==> config.mk <==
export PLATFORM = sky130hd
export DESIGN_NAME = rsc_strap_loader
export DESIGN_NICKNAME = d
export VERILOG_FILES = /design/src/rtl/rsc_pkg.sv /design/src/rtl/rsc_role_decode.sv /design/src/rtl/rsc_strap_loader.sv
export SDC_FILE = /design/constraint.sdc
export NUM_CORES = 1
export LEC_CHECK = 0
export ABC_AREA = 1
export BUFFER_PORTS_ARGS = -buffer_cell sky130_fd_sc_hd__buf_2
export CAP_MARGIN = 20
export CORE_AREA = 2 2 97 99
export DETAILED_ROUTE_END_ITERATION = 7
export DIE_AREA = 0 0 99 101
export PLACE_DENSITY = 0.88
export SLEW_MARGIN = 25
export SYNTH_ARGS = -nofsm -noshare
export SYNTH_HDL_FRONTEND = slang
export SYNTH_HIERARCHICAL = 1
export SYNTH_SLANG_ARGS = --single-unit
==> constraint.sdc <==
create_clock -name core_clk -period 2.5 [get_ports core_clk]
set_input_delay 0.5 -clock core_clk [delete_from_list [all_inputs] [get_ports core_clk]]
set_output_delay 0.5 -clock core_clk [all_outputs]
set_load 0.02 [all_outputs]
==> src/rtl/rsc_pkg.sv <==
// Constants and types shared by the reset strap loader
package rsc_pkg;

  // ****************************************
  // Pin map
  // ****************************************
  localparam int GPIO_N = 10;
  localparam int PROTO_PIN = 9;
  localparam int HOLD_PIN = 8;
  localparam int SEL_W = 10;
  localparam int RANK_W = 4;
  localparam int CLK_OUT_N = 8;
  localparam logic [GPIO_N-1:0] DEF_SEL_MASK = 10'h00f;
  localparam logic [GPIO_N-1:0] NO_ROLE_MASK = 10'h000;

  // ****************************************
  // Reset values
  // ****************************************
  localparam logic [SEL_W-1:0] SEL_RST = 10'h000;
  localparam logic [CLK_OUT_N-1:0] CLK_OUT_RST = 8'h00;
  localparam logic [GPIO_N-1:0] GPIO_INPUT_RST = 10'h3ff;
  localparam logic [SEL_W-1:0] SEL_ZERO = 10'h000;

  // ****************************************
  // Start-up sequence, Gray coded
  // ****************************************
  typedef enum logic [2:0] {
    RSC_ST_IDLE = 3'h0,
    RSC_ST_LOAD = 3'h1,
    RSC_ST_REG = 3'h3,
    RSC_ST_CLK = 3'h2,
    RSC_ST_CAL = 3'h6,
    RSC_ST_LOCK = 3'h7,
    RSC_ST_RUN = 3'h5
  } rsc_seq_type;

  localparam int STEP_N = 4;
  localparam logic [STEP_N-1:0] STEP_NONE = 4'h0;
  localparam logic [STEP_N-1:0] STEP_REG = 4'h1;
  localparam logic [STEP_N-1:0] STEP_CLK = 4'h2;
  localparam logic [STEP_N-1:0] STEP_CAL = 4'h4;
  localparam logic [STEP_N-1:0] STEP_LOCK = 4'h8;

endpackage

==> src/rtl/rsc_role_decode.sv <==
// Role decode: packs strap pins into select word, address bit and disable
`timescale 1ns/1ps
module rsc_role_decode
  import rsc_pkg::*;
(
  input wire logic [GPIO_N-1:0] pins,
  input wire logic [GPIO_N-1:0] addr_mask,
  input wire logic [GPIO_N-1:0] eep_mask,
  input wire logic [GPIO_N-1:0] sel_mask,
  output logic [SEL_W-1:0] sel_word,
  output logic addr_bit,
  output logic eep_dis
);

  logic [GPIO_N-1:0] sel_mask_eff;

  // default select pins
  assign sel_mask_eff = (sel_mask == NO_ROLE_MASK) ? DEF_SEL_MASK : sel_mask;

  // any disable pin wins
  assign eep_dis = |(pins & eep_mask);

  // ****************************************
  // Index-ordered packing
  // ****************************************
  always_comb begin
    logic [RANK_W-1:0] rank;
    rank = '0;
    // upper bits zero
    sel_word = SEL_ZERO;
    addr_bit = 1'b0;
    for (int i = 0; i < GPIO_N; i++) begin
      // lowest index is LSB
      if (sel_mask_eff[i]) begin
        sel_word[rank] = pins[i];
        rank = rank + 4'h1;
      end
      // highest index overrides
      if (addr_mask[i]) begin
        addr_bit = pins[i];
      end
    end
  end

endmodule

==> src/rtl/rsc_strap_loader.sv <==
// Reset strap capture, initial configuration select and start-up sequence
// Notes on behaviour
// Every pin level is captured at master reset rising edge; settings derive from it.
// Captured pin 9 low selects SPI, high selects I2C on auxiliary port.
// Board keeps pin 8 high throughout master reset.
// Address-role pin sets slave address bit two in I2C only; none gives zero.
// Several address-role pins: highest index pin is used.
// High on an EEPROM-disable pin stops EEPROM search; none assigned means search.
// Several EEPROM-disable pins are ORed together.
// No select pins assigned: pins 3 down to 0 form the select value.
// Undriven pulled-up default pins select stored configuration 15.
// Select bits follow pin index order, lowest pin is LSB.
// Device information block may pick other select pins.
// Fewer than four select pins leave upper bits zero.
// More than four select pins build a wider select word.
// Select chooses stored configuration; no effect when none is stored.
// Serial port writes replace every strap-derived setting afterwards.
// Defaults: clock outputs disabled, all pins general-purpose inputs.
// Sequence: load config, regulators, clocks, PLL calibration, PLL lock.
// Pin roles come from device information block; unprogrammed keeps defaults.
// Board should not give JTAG pins any strap role.
// Stored configuration failing checksum is skipped, registers stay default.
// Straps latched once per reset release, held until reset or write.
`timescale 1ns/1ps
module rsc_strap_loader
  import rsc_pkg::*;
(
  input wire logic core_clk,
  input wire logic rst_n,
  input wire logic master_reset_in,
  input wire logic [GPIO_N-1:0] gpio_in,
  input wire logic info_programmed,
  input wire logic [GPIO_N-1:0] info_addr_mask,
  input wire logic [GPIO_N-1:0] info_eep_mask,
  input wire logic [GPIO_N-1:0] info_sel_mask,
  input wire logic cfg_present,
  input wire logic cfg_load_done,
  input wire logic cfg_checksum_ok,
  input wire logic [CLK_OUT_N-1:0] cfg_clk_out_en,
  input wire logic [GPIO_N-1:0] cfg_gpio_input,
  input wire logic step_done,
  input wire logic sp_wr_proto,
  input wire logic sp_wr_addr_bit,
  input wire logic sp_wr_eep_dis,
  input wire logic sp_wr_cfg_sel,
  input wire logic [SEL_W-1:0] sp_wr_data,
  output logic aux_proto_i2c_r,
  output logic slave_addr_bit_two_r,
  output logic eeprom_search_dis_r,
  output logic [SEL_W-1:0] cfg_select_r,
  output logic cfg_load_req_r,
  output logic [STEP_N-1:0] step_req_r,
  output logic seq_busy_r,
  output logic hold_pin_fault_r,
  output logic [CLK_OUT_N-1:0] clk_out_en_r,
  output logic [GPIO_N-1:0] gpio_input_mode_r
);

  // ****************************************
  // Pin synchronisers
  // ****************************************
  logic mr_m_r;
  logic mr_s_r;
  logic mr_q_r;
  logic [GPIO_N-1:0] gpio_m_r;
  logic [GPIO_N-1:0] gpio_s_r;

  always_ff @(posedge core_clk or negedge rst_n) begin
    if (!rst_n) begin
      mr_m_r <= 1'b0;
      mr_s_r <= 1'b0;
      mr_q_r <= 1'b0;
      // idle pins read high
      gpio_m_r <= GPIO_INPUT_RST;
      gpio_s_r <= GPIO_INPUT_RST;
    end else begin
      mr_m_r <= master_reset_in;
      mr_s_r <= mr_m_r;
      mr_q_r <= mr_s_r;
      gpio_m_r <= gpio_in;
      gpio_s_r <= gpio_m_r;
    end
  end

  // ****************************************
  // Capture decode
  // ****************************************
  logic cap;
  logic in_reset;
  logic [GPIO_N-1:0] addr_mask;
  logic [GPIO_N-1:0] eep_mask;
  logic [GPIO_N-1:0] sel_mask;
  logic [SEL_W-1:0] sel_word;
  logic addr_pin;
  logic eep_dis;
  logic a2_nxt;

  // capture on reset release
  assign cap = mr_s_r & ~mr_q_r;
  assign in_reset = ~mr_s_r;
  // unprogrammed parts keep default roles
  assign addr_mask = info_programmed ? info_addr_mask : NO_ROLE_MASK;
  assign eep_mask = info_programmed ? info_eep_mask : NO_ROLE_MASK;
  assign sel_mask = info_programmed ? info_sel_mask : NO_ROLE_MASK;
  // address bit only in I2C mode
  assign a2_nxt = gpio_s_r[PROTO_PIN] & addr_pin;

  // alternative select pins
  rsc_role_decode u_decode (
    .pins(gpio_s_r),
    .addr_mask(addr_mask),
    .eep_mask(eep_mask),
    .sel_mask(sel_mask),
    .sel_word(sel_word),
    .addr_bit(addr_pin),
    .eep_dis(eep_dis)
  );

  // ****************************************
  // Strap-derived settings
  // ****************************************
  // latched on capture, replaced only by writes
  always_ff @(posedge core_clk or negedge rst_n) begin
    if (!rst_n) begin
      aux_proto_i2c_r <= 1'b0;
      slave_addr_bit_two_r <= 1'b0;
      eeprom_search_dis_r <= 1'b0;
      cfg_select_r <= SEL_RST;
    end else if (cap) begin
      // protocol from pin 9
      aux_proto_i2c_r <= gpio_s_r[PROTO_PIN];
      slave_addr_bit_two_r <= a2_nxt;
      // disable EEPROM search
      eeprom_search_dis_r <= eep_dis;
      // full-width select word
      cfg_select_r <= sel_word;
    end else if (!in_reset) begin
      // serial overwrite
      if (sp_wr_proto) begin
        aux_proto_i2c_r <= sp_wr_data[0];
      end
      if (sp_wr_addr_bit) begin
        slave_addr_bit_two_r <= sp_wr_data[0];
      end
      if (sp_wr_eep_dis) begin
        eeprom_search_dis_r <= sp_wr_data[0];
      end
      if (sp_wr_cfg_sel) begin
        cfg_select_r <= sp_wr_data;
      end
    end
  end

  // Flags a board that lets pin 8 fall during reset
  always_ff @(posedge core_clk or negedge rst_n) begin
    if (!rst_n) begin
      hold_pin_fault_r <= 1'b0;
    end else if (cap) begin
      hold_pin_fault_r <= 1'b0;
    end else if (in_reset && !gpio_s_r[HOLD_PIN]) begin
      hold_pin_fault_r <= 1'b1;
    end
  end

  // ****************************************
  // Start-up sequence
  // ****************************************
  rsc_seq_type st_r;
  rsc_seq_type st_nxt;
  logic load_ok;
  logic load_end;

  assign load_end = (st_r == RSC_ST_LOAD) && (!cfg_present || cfg_load_done);
  // apply only a good checksum
  assign load_ok = (st_r == RSC_ST_LOAD) && cfg_present && cfg_load_done && cfg_checksum_ok;

  // fixed step order
  always_comb begin
    st_nxt = st_r;
    case (st_r)
      RSC_ST_IDLE: begin
        if (cap) st_nxt = RSC_ST_LOAD;
      end
      RSC_ST_LOAD: begin
        if (load_end) st_nxt = RSC_ST_REG;
      end
      RSC_ST_REG: begin
        if (step_done) st_nxt = RSC_ST_CLK;
      end
      RSC_ST_CLK: begin
        if (step_done) st_nxt = RSC_ST_CAL;
      end
      RSC_ST_CAL: begin
        if (step_done) st_nxt = RSC_ST_LOCK;
      end
      RSC_ST_LOCK: begin
        if (step_done) st_nxt = RSC_ST_RUN;
      end
      RSC_ST_RUN: begin
        st_nxt = RSC_ST_RUN;
      end
      default: begin
        st_nxt = RSC_ST_IDLE;
      end
    endcase
    if (in_reset) st_nxt = RSC_ST_IDLE;
  end

  logic [STEP_N-1:0] step_nxt;
  assign step_nxt = (st_nxt == RSC_ST_REG) ? STEP_REG :
                    (st_nxt == RSC_ST_CLK) ? STEP_CLK :
                    (st_nxt == RSC_ST_CAL) ? STEP_CAL :
                    (st_nxt == RSC_ST_LOCK) ? STEP_LOCK : STEP_NONE;

  always_ff @(posedge core_clk or negedge rst_n) begin
    if (!rst_n) begin
      st_r <= RSC_ST_IDLE;
      step_req_r <= STEP_NONE;
      seq_busy_r <= 1'b0;
      cfg_load_req_r <= 1'b0;
    end else begin
      st_r <= st_nxt;
      step_req_r <= step_nxt;
      seq_busy_r <= (st_nxt != RSC_ST_IDLE) && (st_nxt != RSC_ST_RUN);
      // request only when a configuration exists
      cfg_load_req_r <= (st_nxt == RSC_ST_LOAD) && cfg_present && !load_end;
    end
  end

  // ****************************************
  // Register defaults and loaded values
  // ****************************************
  // neutral defaults held during reset
  always_ff @(posedge core_clk or negedge rst_n) begin
    if (!rst_n) begin
      clk_out_en_r <= CLK_OUT_RST;
      gpio_input_mode_r <= GPIO_INPUT_RST;
    end else if (in_reset) begin
      clk_out_en_r <= CLK_OUT_RST;
      gpio_input_mode_r <= GPIO_INPUT_RST;
    end else if (load_ok) begin
      clk_out_en_r <= cfg_clk_out_en;
      gpio_input_mode_r <= cfg_gpio_input;
    end
  end

  // ****************************************
  // Assertions
  // ****************************************
  property p_proto_cap;
    @(posedge core_clk) disable iff (!rst_n)
    cap |=> aux_proto_i2c_r == $past(gpio_s_r[PROTO_PIN]);
  endproperty
  a_proto_cap: assert property (p_proto_cap) else $error("protocol not taken from pin 9");

  property p_addr_spi;
    @(posedge core_clk) disable iff (!rst_n)
    (cap && !gpio_s_r[PROTO_PIN]) |=> !slave_addr_bit_two_r;
  endproperty
  a_addr_spi: assert property (p_addr_spi) else $error("address bit set in SPI mode");

  property p_addr_none;
    @(posedge core_clk) disable iff (!rst_n)
    (cap && addr_mask == NO_ROLE_MASK) |=> !slave_addr_bit_two_r;
  endproperty
  a_addr_none: assert property (p_addr_none) else $error("address bit set without role");

  property p_eep_or;
    @(posedge core_clk) disable iff (!rst_n)
    cap |=> eeprom_search_dis_r == $past(|(gpio_s_r & eep_mask));
  endproperty
  a_eep_or: assert property (p_eep_or) else $error("EEPROM disable not OR of pins");

  property p_sel_default;
    @(posedge core_clk) disable iff (!rst_n)
    (cap && sel_mask == NO_ROLE_MASK) |=>
      cfg_select_r == ($past(gpio_s_r) & DEF_SEL_MASK);
  endproperty
  a_sel_default: assert property (p_sel_default) else $error("default select wrong");

  property p_sel_hold;
    @(posedge core_clk) disable iff (!rst_n)
    (!cap && !sp_wr_cfg_sel) |=> $stable(cfg_select_r);
  endproperty
  a_sel_hold: assert property (p_sel_hold) else $error("select changed without cause");

  property p_sp_write;
    @(posedge core_clk) disable iff (!rst_n)
    (!cap && !in_reset && sp_wr_cfg_sel) |=> cfg_select_r == $past(sp_wr_data);
  endproperty
  a_sp_write: assert property (p_sp_write) else $error("serial write not applied");

  property p_defaults;
    @(posedge core_clk) disable iff (!rst_n)
    in_reset |=> (clk_out_en_r == CLK_OUT_RST) && (gpio_input_mode_r == GPIO_INPUT_RST);
  endproperty
  a_defaults: assert property (p_defaults) else $error("defaults not held in reset");

  property p_order;
    @(posedge core_clk) disable iff (!rst_n)
    (st_r == RSC_ST_REG && $past(st_r) != RSC_ST_REG) |-> $past(st_r) == RSC_ST_LOAD;
  endproperty
  a_order: assert property (p_order) else $error("regulators before config load");

  property p_bad_sum;
    @(posedge core_clk) disable iff (!rst_n)
    (st_r == RSC_ST_LOAD && cfg_load_done && !cfg_checksum_ok && !in_reset) |=>
      $stable(clk_out_en_r) && $stable(gpio_input_mode_r);
  endproperty
  a_bad_sum: assert property (p_bad_sum) else $error("bad checksum configuration applied");

  property p_no_cfg;
    @(posedge core_clk) disable iff (!rst_n)
    (st_r == RSC_ST_LOAD && !cfg_present && !in_reset) |=>
      !cfg_load_req_r && st_r == RSC_ST_REG;
  endproperty
  a_no_cfg: assert property (p_no_cfg) else $error("load attempted without configuration");

  c_i2c_boot: cover property (@(posedge core_clk) disable iff (!rst_n)
    cap && gpio_s_r[PROTO_PIN]);
  c_bad_sum: cover property (@(posedge core_clk) disable iff (!rst_n)
    st_r == RSC_ST_LOAD && cfg_load_done && !cfg_checksum_ok);
  c_run: cover property (@(posedge core_clk) disable iff (!rst_n)
    st_r == RSC_ST_LOCK ##1 st_r == RSC_ST_RUN);

endmodule

==> run metrics, run 1 <==
outcome aborted with a tool error; Halt Stage global routing; error msg [ERROR GRT-0232] Routing congestion too high. Check the congestion heatmap in the GUI.; syn nets 872; global placer's final weighted congestion 0.905; Tot GR Track Use 73.6%; critical endpoint after global-route timing repair cfg_select_r[0]$_DFFE_PN0P_/D; DIE HEIGHT 101 um; Syn Inst Count 770; io pins 118; synth top area cells dfrtp_1 16%, nand2_1 16%, dfstp_2 15%; Sink Count 64; Mapped Area 0.00530 mm2; number of port buffers 117; CTS Buffer Depth 2; Synth cell types 40; Seq/Total Area, Yosys 30.9%; CTS buffer count 9; Yosys warning count 6; syn avg cell area 6.88 um2; die width 99 um; Starting Density 59.1%; root buffer cell clkbuf_8; cell taking the most area after synthesis dfrtp_1; top-area cell type share of the netlist area 16.0%; register bit count reported by yosys 64; largest net degree at the start of global routing 41; worst endpoint type register input; HPWL Detailed 12000 um; row count 35; CTS H-tree depth 3; GRT overflow 3
[timing repair]
action	4_1_cts
pin swaps	30
hold buffers	0
endpoints found under the setup margin	10
gates cloned	2
resized for setup	37
setup buffers	37
[per-layer routing]
| layer | GRT usage, % | GRT overflow |
|---|---|---|
| met5 | 33.8 | 0 |
| met4 | 70.7 | 1 |
| met3 | 60.3 | 0 |
| met2 | 89.0 | 2 |
| met1 | 73.7 | 0 |
[logic make-up after synthesis]
group	count (synthesis)	synth area share (%)
XOR/XNOR	2	0.850
buffers and inverters	140	10.7
AO/OA/AOI/OAI	80	8.43
flip-flops	64	30.9
adder cells (fa/ha/maj)	22	5.19
AND/OR/NAND/NOR	462	43.9
[through the flow]
step | area, um2 | setup TNS [ns] | instances | setup slack, ns
2_1_floorplan | 5510 | -24.22 | 770 | -2.45
3_3_place_gp | 6890 | -26.42 | 1081 | -2.67
3_5_place_dp | 6890 | -28.40 | 1081 | -2.87
4_1_cts | 7600 | -19.73 | 1136 | -2.00
[cells in the mapped netlist, drive strengths merged]
cell    instances
nand2         251
inv           119
nand3         118
nor2           58
o21ai          46
dfrtp          34
dfstp          30
ha             22
nand4          22
a21oi          20
clkbuf         11
buf             9
nor3            8
a31oi           4
a22o            3
or2             3
a221oi          2
o31ai           2
xnor3           2
a22oi           1
and3            1
clkinv          1
nand3b          1
o211ai          1
o22ai           1
==> run 2: changes to the inputs <==
CORE_AREA = 2 2 119 121   (was 2 2 97 99)
DIE_AREA = 0 0 121 123   (was 0 0 99 101)
PLACE_DENSITY = not set   (was 0.88)
PLACE_DENSITY_LB_ADDON = 0.15   (was not set)
==> run 2 against run 1 <==
The flow now finishes, with violations (setup timing). Area after synthesis unchanged. Synthesized cell count did not move.
==> run metrics, run 2 <==
outcome finished with violations; violated checks setup timing; syn avg cell area 6.88 um2 (unchanged); sw power 1.45 mW; HPWL Detailed 12000 um (-0.45%); Die ar. 0.0149 mm2; CTS clk-pin slew, worst paths 0.06 ns; Commonest cells post-synth 222 x nand2_1, 107 x inv_1, 100 x nand3_1; ys flop type dfrtp_1; top-area cell type share of the netlist area 16.0% (unchanged); latest clock arrival within the worst-skew pair 0.33 ns; Lkg Pwr 4.38 nW; row count 43 (+23%); global-route wire length before repair 26400 um; Post-synth EDFFs 0 (unchanged); Flop pwr share 29.1%; most common cell after layout, fill and taps aside nand2_1; Mapped Area 0.00530 mm2 (unchanged); DRT iter0 DRCs 308; Post-DP Area 0.00697 mm2 (+1.1%); Critical Path Max Stage Delay 0.27 ns; number of port buffers 117 (unchanged); routed len/inst 13.4 um; DRC viols 0; io pins 118 (unchanged); final instance area 0.00790 mm2; vias in the first global route 5533; root buffer cell clkbuf_16; Tot GR Track Use 22.3%; Vias 5827; cell taking the most area after synthesis dfrtp_1; fin worst setup slack -2.08 ns; register bit count reported by yosys 64 (unchanged); antenna violations before repair 0; CP Data Arrival Time 4.83 ns; Int Pwr 2.67 mW; CTS Buffer Depth 2 (unchanged); minimum clock period 4.58 ns; n_diodes 0; Logic pwr share 40.2%; clock share of power 30.7%; Final #Nets 1135; switching part of the total 35.2%; CTS buffer count 9 (unchanged); final core occ 58.0%; Synth cell types 40 (unchanged); GRT overflow 0; TritonCTS clock tree done; RSZ-0062 raised after global routing yes; core box area 0.0136 mm2; area grow syn2layout 48.9%; CTS H-tree depth 3 (unchanged); Seq/Total Area, Yosys 30.9% (unchanged); Slew Limit Fails 0; slew at the pin closest to its max-slew limit 0.673 ns; Starting Density 38.9% (-20 points); Async SR Flop Fraction 100% (unchanged); Hold Path Class in -> async; slowest CP cell ha_4; Detailed Route WL 16400 um; synth top area cells dfrtp_1 16%, nand2_1 16%, dfstp_2 15%; pwr dens 522 mW/mm2; largest net degree at the start of global routing 35; Crit Path Class in -> reg; syn nets 872 (unchanged); vias per inst 4.78; Peak VDD IR 0.480 mV; Sink Count 64 (unchanged); die width 121 um (+22%); Syn Inst Count 770 (unchanged); Yosys warning count 6 (unchanged); DRT antenna net count 0; CTS Hold Buffers Added 0 (unchanged); Startpoint Class input pin; total chip power 4.12 mW; cell with the most instances after synthesis nand2_1; share of cells above drive strength 1 44.2%; most frequent cells in the layout 198 x nand2_1, 148 x buf_4, 116 x buf_2; 1st-pass router iterations 4; max-cap viol count 0; cell repeated most along the worst path nand2_4; global placer's final weighted congestion 0.835 (-7.7%); DIE HEIGHT 123 um (+22%); CP max FO 6; setup violators final 10; setup TNS -20.26 ns; clk_skew 0.00398 ns; Data required, critical path 2.75 ns; highest clock rate 219 MHz; Final period util 183%; Final Hold Violating Endpoints 0; Relative slew margins 55.1%; Worst setup EP type register
[run 2: cell families (layout without fill, tap and decap cells)]
logic type      count (synthesis)  count (layout)  synth area share, %
simple gates                  462             462                 43.9
buf+inv                       140             408                 10.7
flops                          64              64                 30.9
fa+ha+maj                      22              22                 5.19
compound gates                 80              80                 8.43
xor+xnor                        2               2                0.850
[run 2: per-stage QoR]
stage | std cells | setup slack, ns | hold slack [ns]
4_1_cts | 1216 | -2.00 | 0.211
3_3_place_gp | 1150 | -2.61 | 0.345
5_1_grt | 1218 | -2.33 | 0.249
3_5_place_dp | 1150 | -2.75 | 0.346
2_1_floorplan | 770 | -2.45 | 0.204
6_report | 1218 | -2.08 | 0.203
[run 2: layout make-up]
type	instances	area, um2
repair buffers	272	1820
flip-flops and latches	64	1640
clock inverters	7	78.8
multi-input cells	566	3440
well taps	180	225
fillers	1312	5720
inverters	120	465
clock buffers	9	225
[run 2: worst max-delay path: cells and delay by family]
family                     cells  cell delay, ns
AOI/OAI and AO/OA              3            0.41
adders and majority gates      7            1.42
buffers and inverters         11            0.63
and+or+nand+nor               21            1.85
[run 2: worst paths after layout]
| path | from | end | slack (ns) | cells after the start |
|---|---|---|---|---|
| setup / recovery | info_programmed | cfg_select_r[4]$_DFFE_PN0P_ | -2.08 | 42 |
| hold / removal | rst_n | clk_out_en_r[2]$_DFFE_PN0P_ | 0.20 | 1 |
| setup reg to reg | gpio_s_r[3]$_DFF_PN1_ | cfg_select_r[6]$_DFFE_PN0P_ | 0.55 | 12 |
| hold reg to reg | gpio_m_r[2]$_DFF_PN1_ | gpio_s_r[2]$_DFF_PN1_ | 0.35 | 0 |
| max in group asynchronous | rst_n | gpio_s_r[6]$_DFF_PN1_ | 1.61 | 2 |
| min in group core_clk | gpio_in[2] | gpio_m_r[2]$_DFF_PN1_ | 0.27 | 1 |
[run 2: routing by layer]
metal / up-vias / global-route usage (%) / wire, um
met5: - / 0 / 0
met4: 0 / 9.52 / 536
met3: 40 / 4.24 / 713
met2: 141 / 37.1 / 7920
met1: 2650 / 28.4 / 7210
li1: 2996 / - / -
[run 2: what timing repair did]
action / in CTS / in global routing
cloned: 1 / 0
setup endpoints to repair: 10 / 10
hold endpoints to repair: 0 / 0
gates resized for setup: 32 / 28
pin swaps: 46 / 41
setup buffers: 49 / 5
[run 2: power by group through the flow]
stage	logic (mW)	registers [mW]	clock network (mW)
after floorplan	0.809	1.27	0
after global placement	1.40	1.21	0
after detailed placement	1.42	1.21	0
after CTS	1.61	1.20	1.29
after global routing	1.83	1.21	1.34
final	1.66	1.20	1.27
(Power assumes the default switching activity.)
==> run 3: changes to the inputs <==
SKIP_CTS_REPAIR_TIMING = 1   (was not set)
==> run 3 against run 2 <==
The flow still finishes with violations (setup timing). Global-route usage fell by 2.0 points. Final cell count fell by 3.6%. Combinational power fell by 11%. Clock power barely moved. First-iteration DRC count fell by 4.5%. Maximum frequency rose by 0.92%.
==> run metrics, run 3 (synthesized netlist as in run 2, its figures left out) <==
max-cap viol count 0 (unchanged); setup violators final 10 (unchanged); Int Pwr 2.56 mW (-4.4%); HPWL Detailed 12000 um (unchanged); Final #Nets 1091 (-3.9%); Crit Path Class in -> reg; worst r2r src gpio_s_r[4]$_DFF_PN1_; Sink Count 64 (unchanged); outcome finished with violations; pwr dens 527 mW/mm2 (+1.0%); # fillers 1382 (+5.3%); Relative slew margins 55.5% (+0.42 points); 1st-pass router iterations 5 (+1); largest net degree at the start of global routing 35 (unchanged); DRT iter0 DRCs 294 (-4.5%); n_diodes 0 (unchanged); slowest CP cell ha_4; Starting Density 38.9% (unchanged); number of port buffers 117 (unchanged); final core occ 55.0% (-3.0 points); Startpoint Class input pin; sw power 1.39 mW (-4.1%); DIE HEIGHT 123 um (unchanged); root buffer cell clkbuf_16; CP max FO 7 (+1); cell repeated most along the worst path nand2_4; RSZ-0062 raised after global routing yes; antenna violations before repair 0 (unchanged); CTS H-tree depth 3 (unchanged); latest clock arrival within the worst-skew pair 0.33 ns (about the same); Die ar. 0.0149 mm2 (unchanged); TritonCTS clock tree done; CTS buffer count 9 (unchanged); fin worst setup slack -2.03 ns (+0.0419 ns); most common cell after layout, fill and taps aside nand2_1; CTS clk-pin slew, worst paths 0.06 ns (about the same); vias per inst 4.69 (-2.0%); CP Data Arrival Time 4.75 ns (-0.08 ns); most frequent cells in the layout 200 x nand2_1, 116 x buf_2, 108 x buf_4; vias in the first global route 5076 (-8.3%); setup TNS -19.79 ns (+0.464 ns); GRT overflow 0 (unchanged); highest clock rate 221 MHz (+0.92%); CTS Buffer Depth 2 (unchanged); Final Hold Violating Endpoints 0 (unchanged); Slew Limit Fails 0 (unchanged); core box area 0.0136 mm2 (unchanged); die width 121 um (unchanged); slew at the pin closest to its max-slew limit 0.667 ns (-0.00635 ns); Peak VDD IR 0.480 mV (about the same); Final period util 181% (-1.7 points); Vias 5506 (-5.5%); Critical Path Max Stage Delay 0.27 ns (about the same); clock share of power 32.0% (+1.3 points); DRC viols 0 (unchanged); DRT antenna net count 0 (unchanged); row count 43 (unchanged); Logic pwr share 37.6% (-2.6 points); Data required, critical path 2.71 ns (-0.04 ns); Detailed Route WL 15000 um (-8.2%); switching part of the total 35.2% (+0.076 points); clk_skew 0.00363 ns (-0.000351 ns); Hold Path Class in -> async; origin of the worst setup path info_programmed; routed len/inst 12.8 um (-4.7%); global placer's final weighted congestion 0.835 (unchanged); area grow syn2layout 41.1%; global-route wire length before repair 24200 um (-8.3%); minimum clock period 4.53 ns (-0.0419 ns); Flop pwr share 30.4% (+1.3 points); Lkg Pwr 4.15 nW (-5.4%); violated checks setup timing; share of cells above drive strength 1 41.1% (-3.1 points); Worst setup EP type register; Tot GR Track Use 20.3% (-2.0 points); io pins 118 (unchanged)
run 3: cell count changes in the layout (fill, tap and decap cells not counted), sizes merged:
cell  change
buf      -44
run 3: area by class of cell:
cell class | count | area, um2 | area share [%]
well taps | 180 | 225 | 3.01
repair buffers | 228 | 1460 | 19.5
clock buffers | 9 | 225 | 3.01
flip-flops and latches | 64 | 1640 | 21.9
clock inverters | 7 | 78.8 | 1.05
multi-input cells | 566 | 3390 | 45.3
inverters | 120 | 465 | 6.22
run 3: metrics by stage:
stage	std cells	total power [mW]	setup slack (ns)	area [um2]	hold slack, ns
floorplan	770	2.08	-2.45	5510	0.204
global placement	1150	2.62	-2.61	6970	0.345
detailed placement	1150	2.63	-2.75	6970	0.346
CTS	1166	3.91	-2.38	7270	0.211
global route	1174	4.21	-2.30	7480	0.249
finish	1174	3.95	-2.03	7480	0.202
run 3: power groups by stage:
stage / logic [mW] / registers [mW] / clock network [mW]
final: 1.48 / 1.20 / 1.26
after CTS: 1.42 / 1.20 / 1.29
after global routing: 1.66 / 1.21 / 1.34
after floorplan: 0.809 / 1.27 / 0
after global placement: 1.40 / 1.21 / 0
after detailed placement: 1.42 / 1.21 / 0
run 3: worst max-delay path, delay by kind of cell:
family          cells  cell delay, ns
simple gates       22            1.99
buf+inv             8            0.57
compound gates      3            0.39
fa+ha+maj           6            1.31
run 3: final timing paths:
path | end | slack, ns | depth (start not counted)
setup / recovery | cfg_select_r[8]$_DFFE_PN0P_ | -2.03 | 39
hold / removal | clk_out_en_r[2]$_DFFE_PN0P_ | 0.20 | 1
setup reg to reg | cfg_select_r[4]$_DFFE_PN0P_ | 0.59 | 18
hold reg to reg | gpio_s_r[3]$_DFF_PN1_ | 0.35 | 0
max in group asynchronous | gpio_s_r[6]$_DFF_PN1_ | 1.61 | 2
min in group core_clk | gpio_m_r[2]$_DFF_PN1_ | 0.26 | 1
run 3: per-layer routing:
layer  part of all wire (%)  global-route usage [%]  vias to the layer above
met3                    3.8                    3.69                       20
met1                     46                    27.0                     2482
li1                       -                       -                     2904
met4                    1.7                    5.45                        0
met2                     48                    33.8                      100
met5                      0                       0                        -
